<file path="src/shared/dac_vol_pkg.sv">
/*
   Constants for the playback volume path: register offsets, field positions,
   reset values, gain codes and the log gain mantissa table.
   Assumes a 50 MHz system clock and a sample tick at the audio rate.
*/
// Contract
// - Path stays silent and idle while converter_enable (bit 0, reset 0) is clear; the FIFO still accepts samples and pops them unused at each sample_tick.
// - Samples come from the audio interface, or via the DSP core when routed.
// - Scaled samples are interpolated at 24-bit precision into an oversampled stream.
// - Code X in 1..255 gives 0.375 dB times (X-192); code zero silences.
// - Volume field is bits 7:0, resets to C0h (0 dB), spans -71.625..+23.625 dB.
// - Mute bit 8 of the volume register resets to 1 and silences when set.
// - With ramp bit 4 set (reset 1), mute, unmute and volume changes ramp gradually.
// - A ramp advances the applied gain at half the sample rate.
package dac_vol_pkg;
   localparam logic [6:0]  ADDR_POWER_CONTROL_TWO    = 7'h03;
   localparam logic [6:0]  ADDR_PLAYBACK_CONTROL_TWO = 7'h16;
   localparam logic [6:0]  ADDR_PLAYBACK_VOLUME      = 7'h17;
   localparam int          ENABLE_BIT                = 0;
   localparam int          RAMP_BIT                  = 4;
   localparam int          MUTE_BIT                  = 8;
   localparam int          VOL_MSB                   = 7;
   localparam logic        ENABLE_RESET              = 1'b0;
   localparam logic        RAMP_RESET                = 1'b1;
   localparam logic        MUTE_RESET                = 1'b1;
   localparam logic [7:0]  VOL_RESET                 = 8'hC0;
   localparam logic [7:0]  GAIN_SILENT               = 8'h00;
   localparam logic [8:0]  UNITY_CODE                = 9'h0C0;
   localparam int          SAMPLE_W                  = 24;
   localparam int          MANT_FRAC                 = 14;
   localparam int          FIFO_DEPTH                = 16;
   localparam int          OS_SHIFT                  = 6;
   localparam logic [15:0] MANT [16] = '{16'h4000, 16'h42D3, 16'h45C6, 16'h48D9,
                                         16'h4C10, 16'h4F6B, 16'h52EC, 16'h5695,
                                         16'h5A67, 16'h5E64, 16'h628E, 16'h66E7,
                                         16'h6B71, 16'h702F, 16'h7522, 16'h7A4D};
endpackage : dac_vol_pkg

</file>
<file path="src/hdl/dac_digital_volume_path.sv">
/*
   Sample FIFO and the playback volume path: source select, enable gate,
   log volume with mute and soft ramp, linear interpolation to an oversampled
   word stream. Assumes sample sources and sample_tick run on clk, and that
   sample_tick pulses are at least 2**OS_SHIFT + 2 cycles apart.
*/
`timescale 1ns/1ps
module sample_fifo #(
   parameter int WIDTH = 24,
   parameter int DEPTH = 16
) (
   input  wire logic                     clk,
   input  wire logic                     rst,
   input  wire logic                     wr_valid,
   output logic                          wr_ready,
   input  wire logic [WIDTH-1:0]         wr_data,
   output logic                          rd_valid,
   input  wire logic                     rd_ready,
   output logic [WIDTH-1:0]              rd_data,
   output logic [$clog2(DEPTH+1)-1:0]    level
);
   localparam int AW = $clog2(DEPTH);
   logic [WIDTH-1:0]          mem_q [DEPTH];
   logic [AW-1:0]             wp_q;
   logic [AW-1:0]             rp_q;
   logic [$clog2(DEPTH+1)-1:0] cnt_q;
   logic                      push;
   logic                      pop;

   assign wr_ready = (cnt_q != DEPTH[$clog2(DEPTH+1)-1:0]);
   assign rd_valid = (cnt_q != '0);
   assign rd_data  = mem_q[rp_q];
   assign level    = cnt_q;
   assign push     = wr_valid & wr_ready;
   assign pop      = rd_valid & rd_ready;

   always_ff @(posedge clk)
   begin
      if (push)
      begin
         mem_q[wp_q] <= wr_data;
      end
   end

   always_ff @(posedge clk)
   begin
      if (rst)
      begin
         wp_q  <= '0;
         rp_q  <= '0;
         cnt_q <= '0;
      end
      else
      begin
         wp_q  <= push ? wp_q + 1'b1 : wp_q;
         rp_q  <= pop ? rp_q + 1'b1 : rp_q;
         cnt_q <= cnt_q + {{($clog2(DEPTH+1)-1){1'b0}}, push} - {{($clog2(DEPTH+1)-1){1'b0}}, pop};
      end
   end
endmodule : sample_fifo

module dac_digital_volume_path #(
   parameter int SW     = dac_vol_pkg::SAMPLE_W,
   parameter int DEPTH  = dac_vol_pkg::FIFO_DEPTH,
   parameter int OSHIFT = dac_vol_pkg::OS_SHIFT
) (
   input  wire logic          clk,
   input  wire logic          rst,
   input  wire logic          reg_wr,
   input  wire logic [6:0]    reg_addr,
   input  wire logic [15:0]   reg_wdata,
   output logic [15:0]        reg_rdata_q,
   input  wire logic          dsp_route,
   input  wire logic          aif_valid,
   input  wire logic [SW-1:0] aif_data,
   output logic               aif_ready_q,
   input  wire logic          dsp_valid,
   input  wire logic [SW-1:0] dsp_data,
   output logic               dsp_ready_q,
   input  wire logic          sample_tick,
   output logic [SW-1:0]      os_data_q,
   output logic               os_valid_q,
   output logic [7:0]         gain_code_q
);
   localparam int LW = $clog2(DEPTH+1);
   localparam int PW = SW + 16;

   logic          enable_q;
   logic          ramp_q;
   logic          mute_q;
   logic [7:0]    vol_q;
   logic          half_q;
   logic [7:0]    target;
   logic [SW-1:0] in_mux;
   logic          in_valid;
   logic          fifo_ready;
   logic          fifo_valid;
   logic [SW-1:0] fifo_data;
   logic [LW-1:0] fifo_level;
   logic          take;
   logic [8:0]    rel;
   logic signed [PW-1:0] prod;
   logic signed [PW-1:0] shifted;
   logic [4:0]    shamt;
   logic signed [SW-1:0] scaled;
   logic signed [SW-1:0] tgt_q;
   logic signed [SW-1:0] step_q;
   logic [OSHIFT:0] cnt_q;
   logic [OSHIFT:0] run_q;

   // Register writes
   always_ff @(posedge clk)
   begin
      if (rst)
      begin
         enable_q <= dac_vol_pkg::ENABLE_RESET;
         ramp_q   <= dac_vol_pkg::RAMP_RESET;
         mute_q   <= dac_vol_pkg::MUTE_RESET;
         vol_q    <= dac_vol_pkg::VOL_RESET;
      end
      else if (reg_wr)
      begin
         if (reg_addr == dac_vol_pkg::ADDR_POWER_CONTROL_TWO)
            enable_q <= reg_wdata[dac_vol_pkg::ENABLE_BIT];
         if (reg_addr == dac_vol_pkg::ADDR_PLAYBACK_CONTROL_TWO)
            ramp_q <= reg_wdata[dac_vol_pkg::RAMP_BIT];
         if (reg_addr == dac_vol_pkg::ADDR_PLAYBACK_VOLUME)
         begin
            mute_q <= reg_wdata[dac_vol_pkg::MUTE_BIT];
            vol_q  <= reg_wdata[dac_vol_pkg::VOL_MSB:0];
         end
      end
   end

   // Register reads, unmapped and reserved bits read zero
   always_ff @(posedge clk)
   begin
      if (rst)
         reg_rdata_q <= 16'h0000;
      else
         case (reg_addr)
            dac_vol_pkg::ADDR_POWER_CONTROL_TWO:    reg_rdata_q <= {15'h0000, enable_q};
            dac_vol_pkg::ADDR_PLAYBACK_CONTROL_TWO: reg_rdata_q <= {11'h000, ramp_q, 4'h0};
            dac_vol_pkg::ADDR_PLAYBACK_VOLUME:      reg_rdata_q <= {7'h00, mute_q, vol_q};
            default:                                reg_rdata_q <= 16'h0000;
         endcase
   end

   // Source select into the FIFO
   assign in_mux   = dsp_route ? dsp_data : aif_data;
   assign in_valid = dsp_route ? dsp_valid : aif_valid;

   always_ff @(posedge clk)
   begin
      if (rst)
      begin
         aif_ready_q <= 1'b0;
         dsp_ready_q <= 1'b0;
      end
      else
      begin
         aif_ready_q <= ~dsp_route & (fifo_level < LW'(DEPTH - 1));
         dsp_ready_q <= dsp_route & (fifo_level < LW'(DEPTH - 1));
      end
   end

   sample_fifo #(.WIDTH(SW), .DEPTH(DEPTH)) u_fifo (
      .clk      (clk),
      .rst      (rst),
      .wr_valid (in_valid & (dsp_route ? dsp_ready_q : aif_ready_q)),
      .wr_ready (fifo_ready),
      .wr_data  (in_mux),
      .rd_valid (fifo_valid),
      .rd_ready (sample_tick),
      .rd_data  (fifo_data),
      .level    (fifo_level)
   );

   // Gain target, ramp and sample boundary update
   assign target = (mute_q | ~enable_q) ? dac_vol_pkg::GAIN_SILENT : vol_q;
   assign take   = sample_tick & fifo_valid;

   always_ff @(posedge clk)
   begin
      if (rst)
      begin
         gain_code_q <= dac_vol_pkg::GAIN_SILENT;
         half_q      <= 1'b0;
      end
      else if (sample_tick)
      begin
         half_q <= ~half_q;
         if (~enable_q)
            gain_code_q <= dac_vol_pkg::GAIN_SILENT;
         else if (~ramp_q)
            gain_code_q <= target;
         else if (half_q && gain_code_q < target)
            gain_code_q <= gain_code_q + 8'h01;
         else if (half_q && gain_code_q > target)
            gain_code_q <= gain_code_q - 8'h01;
      end
   end

   // Log gain: 16 codes per 6 dB octave, mantissa from table
   assign rel     = {1'b0, gain_code_q} - dac_vol_pkg::UNITY_CODE;
   assign prod    = $signed(fifo_data) * $signed({1'b0, dac_vol_pkg::MANT[rel[3:0]]});
   assign shamt   = 5'(dac_vol_pkg::MANT_FRAC) - 5'($signed(rel[8:4]));
   assign shifted = prod >>> shamt;

   always_comb
   begin
      if (gain_code_q == dac_vol_pkg::GAIN_SILENT)
         scaled = '0;
      else if (shifted > $signed({{(PW-SW+1){1'b0}}, {(SW-1){1'b1}}}))
         scaled = {1'b0, {(SW-1){1'b1}}};
      else if (shifted < -$signed({{(PW-SW+1){1'b0}}, {(SW-1){1'b1}}}) - 1)
         scaled = {1'b1, {(SW-1){1'b0}}};
      else
         scaled = shifted[SW-1:0];
   end

   // Linear interpolation, 2**OSHIFT output words per sample
   always_ff @(posedge clk)
   begin
      if (rst || !enable_q)
      begin
         os_data_q  <= '0;
         os_valid_q <= 1'b0;
         tgt_q      <= '0;
         step_q     <= '0;
         cnt_q      <= '0;
      end
      else if (take)
      begin
         tgt_q      <= scaled;
         step_q     <= SW'(($signed({scaled[SW-1], scaled}) - $signed({os_data_q[SW-1], os_data_q})) >>> OSHIFT);
         cnt_q      <= (OSHIFT+1)'(1 << OSHIFT);
         os_valid_q <= 1'b0;
      end
      else if (cnt_q != '0)
      begin
         os_data_q  <= (cnt_q == 1) ? tgt_q : os_data_q + step_q;
         os_valid_q <= 1'b1;
         cnt_q      <= cnt_q - 1'b1;
      end
      else
         os_valid_q <= 1'b0;
   end

   // Length of the current output burst, for the burst check
   always_ff @(posedge clk)
   begin
      if (rst || !os_valid_q)
         run_q <= '0;
      else
         run_q <= run_q + 1'b1;
   end
endmodule : dac_digital_volume_path

</file>
<file path="config.mk">
export PLATFORM = sky130hd
export DESIGN_NAME = dac_digital_volume_path
export DESIGN_NICKNAME = d
export VERILOG_FILES = /design/src/shared/dac_vol_pkg.sv /design/src/hdl/dac_digital_volume_path.sv
export SDC_FILE = /design/constraint.sdc
export NUM_CORES = 2
export LEC_CHECK = 0
export BUFFER_PORTS_ARGS = -buffer_cell sky130_fd_sc_hd__buf_2
export CAP_MARGIN = 20
export CELL_PAD_IN_SITES_DETAIL_PLACEMENT = 1
export CELL_PAD_IN_SITES_GLOBAL_PLACEMENT = 1
export CORE_MARGIN = 2
export CORE_UTILIZATION = 40
export CTS_BUF_LIST = sky130_fd_sc_hd__clkbuf_4 sky130_fd_sc_hd__clkbuf_8 sky130_fd_sc_hd__clkbuf_16
export DETAILED_ROUTE_END_ITERATION = 8
export HOLD_SLACK_MARGIN = 0.1
export PLACE_DENSITY_LB_ADDON = 0.2
export SYNTH_ARGS = -nofsm -noshare
export SYNTH_HDL_FRONTEND = slang
export SYNTH_SLANG_ARGS = --single-unit
</file>
<file path="constraint.sdc">
create_clock -name clk -period 28.3 [get_ports clk]
set_clock_uncertainty 0.1 [all_clocks]
set_input_delay 1.415 -clock clk [delete_from_list [all_inputs] [get_ports clk]]
set_output_delay 1.415 -clock clk [all_outputs]
set_load 0.01 [all_outputs]
</file>
==> results.ini <==
[worst_setup_path]
critPathMaxStageDelay_ns=0.79
reg2reg_depth=35
crit_path_max_fanout=43
r2r_end=step_q[11]$_SDFFE_PP0P_
crit_path_frequent_cell=fa_1
crit_type=flop to flop
worstPathArrival_ns=15.08
crit_end=step_q[11]$_SDFFE_PP0P_
start_kind=flop
cp_slowest_cell=o31ai_4
endpoint_kind=flop
required_ns=28.66
rrSetupSlack_ns=13.58

[logic_synthesis]
synth_seq_area_share_pct=35.8
ys_ff_latch=507
synthArstFlopShare_pct=0
ys_top_cells_by_count=443 x inv_1, 404 x nand2_1, 384 x edfxtp_1, 368 x nor2_1, 351 x fa_1
synth.avg_cell_area_sq_um=10.6
syn_area_sq_um=39100
synth_most_common_cell=inv_1
synth_edf_count=384
yosys.area.top_type=edfxtp_1
synth-main-ff-cell=edfxtp_1
postSynthCellCount=3684
synth.top_cell.area_share_pct=29.5
synth_area_leaders=edfxtp_1 29%, fa_1 18%, mux4_2 6.3%, dfxtp_1 6.3%, ha_1 5.9%
yosys.cell_types.count=97
yosysWarnings=0

[route]
ant_nets=0
wirelength_um=116000
drcViolationCount=0
vias_per_cell=5.57
drt_iter0_drc=1791
dr.pass1.iters=7
drt-wirelength-per-cell_um=22.9
num_vias=28096

[power]
power.density_nw_per_um2=115
clkPwrFrac_pct=14.4
comb_power_share_pct=68.7
vdd_ir_drop_max_mv=0.0636
p_sw_share_pct=49.9
power_frac_seq_pct=17.0
p_int_uw=2470
power_uw=4940
p_sw_uw=2460
leakage_uw=0.0163

[clock_tree]
clockBufferDepth=3
ctsResizeCount=0
root_buffer=clkbuf_16
cts_buffers=49
holdBufCountCts=0
clock-sinks=507
post_cts.repair.setup_buffers=0
clk_pin_slew_ns=0.06
cts_tree=done
clk_latency_ns=0.62
htree_levels=2

[grt]
grt_pass1_vias=30202
grt_start_max_net_pins=60
grt_usage_pct=23.6
grt_first_pass_wirelength_um=181000
grt-ovfl-total=0
antenna_found_initial=0

[floorplan]
fp-row-count=114
die_w_um=317
fp.coreArea_sq_um=96900
initial_core_util_pct=40.4
ios=129
dieArea_sq_um=100000
fp.dieH_um=317

[sta]
finalCritPeriodShare_pct=52.0
relSlewSlack_pct=32.1
hold-worst-slack_ns=0.350
setup_viol=0
rsz0062_at_grt=no
fin_crit_ns=14.72
tightest_slew_ns=1.01
fmax_mhz=67.9
maxSlewViolCount=0
fin_tns_setup_ns=0
hold_viol=0
setup_ws_ns=13.58

[cells_and_area]
diodes=0
drive_gt1_share_pct=13.2
num-fill-cells=10631
fin_nets=4345
fin_area_sq_um=42900
areaGrowthSynthToFinish_pct=9.78

[job]
drv_cap=0

[placement]
globalplace.congestion=0.868
port_buffers=114
dp_slack_ns=13.66
dp_hpwl_um=83100
post_dp_cell_area_sq_um=41200

[outcome]
status=complete, no violations

[hold_path]
worst_hold_path_type=flop to flop
hp-start=step_q[16]$_SDFFE_PP0P_

## cell families (layout without fill, tap and decap cells)
family / count (synthesis) / after routing / synth area share, %
compound gates: 626 / 626 / 10.5
xor+xnor: 95 / 95 / 2.13
fa+ha+maj: 536 / 536 / 23.9
buf+inv: 637 / 717 / 6.23
flops: 507 / 507 / 35.8
mux: 227 / 227 / 9.50
other cells: 1 / 7 / 0.00959
simple gates: 1055 / 1055 / 12.0
## routing by layer
metal	routed length, um	global-route usage (%)
met1	52600	32.7
met2	54700	39.3
met4	2160	5.05
met5	0	0
met3	6210	3.76
## worst min-delay path by stage
stage / slack (ns) / depth (start not counted) / endpoint
floorplan: 0.33 / 2 / step_q[15]$_SDFFE_PP0P_
global placement: 0.34 / 2 / tgt_q[13]$_SDFFE_PP0P_
detailed placement: 0.35 / 2 / step_q[16]$_SDFFE_PP0P_
CTS: 0.36 / 2 / step_q[16]$_SDFFE_PP0P_
global route: 0.37 / 2 / step_q[5]$_SDFFE_PP0P_
finish: 0.35 / 2 / step_q[16]$_SDFFE_PP0P_
## critical path: cells and delay by family (launching register included)
kind                       cells  cell delay [ns]
AOI/OAI and AO/OA             17             6.67
adders and majority gates      8             3.46
and+or+nand+nor                4             1.38
buffers and inverters          3             1.17
muxes                          2             0.87
DFF                            1             0.68
xor gates and xnor gates       1             0.15
## power by group through the flow
stage          combinational, uW  sequential, uW  clock, uW
6_report                    3390             838        709
5_1_grt                     3720             842        747
3_3_place_gp                3320             855          0
2_1_floorplan               2410             834          0
3_5_place_dp                3350             855          0
4_1_cts                     3380             839        724
## layout make-up
type                       count  area [sq um]  area share, %
multi-input combinational   2546         22900           53.2
sequential                   507         14000           32.6
inverter                     444          1670           3.88
tap                         1276          1600           3.72
clock buffer                  58          1310           3.04
timing repair buffer         183          1090           2.53
clock inverter                32           424          0.988
## registers in the layout, indices dropped and copies added, names as in the netlist, named ones only
| register | flops |
|---|---|
| u_fifo.rp_q | 4 |
| u_fifo.level | 5 |
| step_q | 19 |
| aif_ready_q | 1 |
| u_fifo.mem_q | 384 |
| enable_q | 1 |
| tgt_q | 24 |
| gain_code_q | 8 |
| half_q | 1 |
| vol_q | 8 |
| os_data_q | 24 |
| u_fifo.wp_q | 4 |
| mute_q | 1 |
| cnt_q | 7 |
| ramp_q | 1 |
| dsp_ready_q | 1 |
| reg_rdata_q | 9 |
| os_valid_q | 1 |
## cells in the final DEF (no fill, tap or decap), types with 29 or more instances in the layout
cell	count
a211oi_1	61
a21o_1	29
a21oi_1	179
and2_1	39
buf_2	114
buf_4	69
clkbuf_16	49
dfxtp_1	118
edfxtp_1	384
fa_1	351
ha_1	184
inv_1	443
mux2_2	55
mux2i_1	61
mux4_2	110
nand2_1	404
nand3_1	37
nor2_1	368
nor3_1	37
o21ai_0	100
o21ai_1	31
xnor2_1	58
xor2_1	32
## stage by stage
stage,std cells,utilization [%]
after global placement,4956,42.6
after floorplan,3690,-
after CTS,5046,44.3
after detailed placement,4956,42.6
final,5046,44.3
after global routing,5046,44.3
Note: power is estimated with default switching activity, not from simulation.
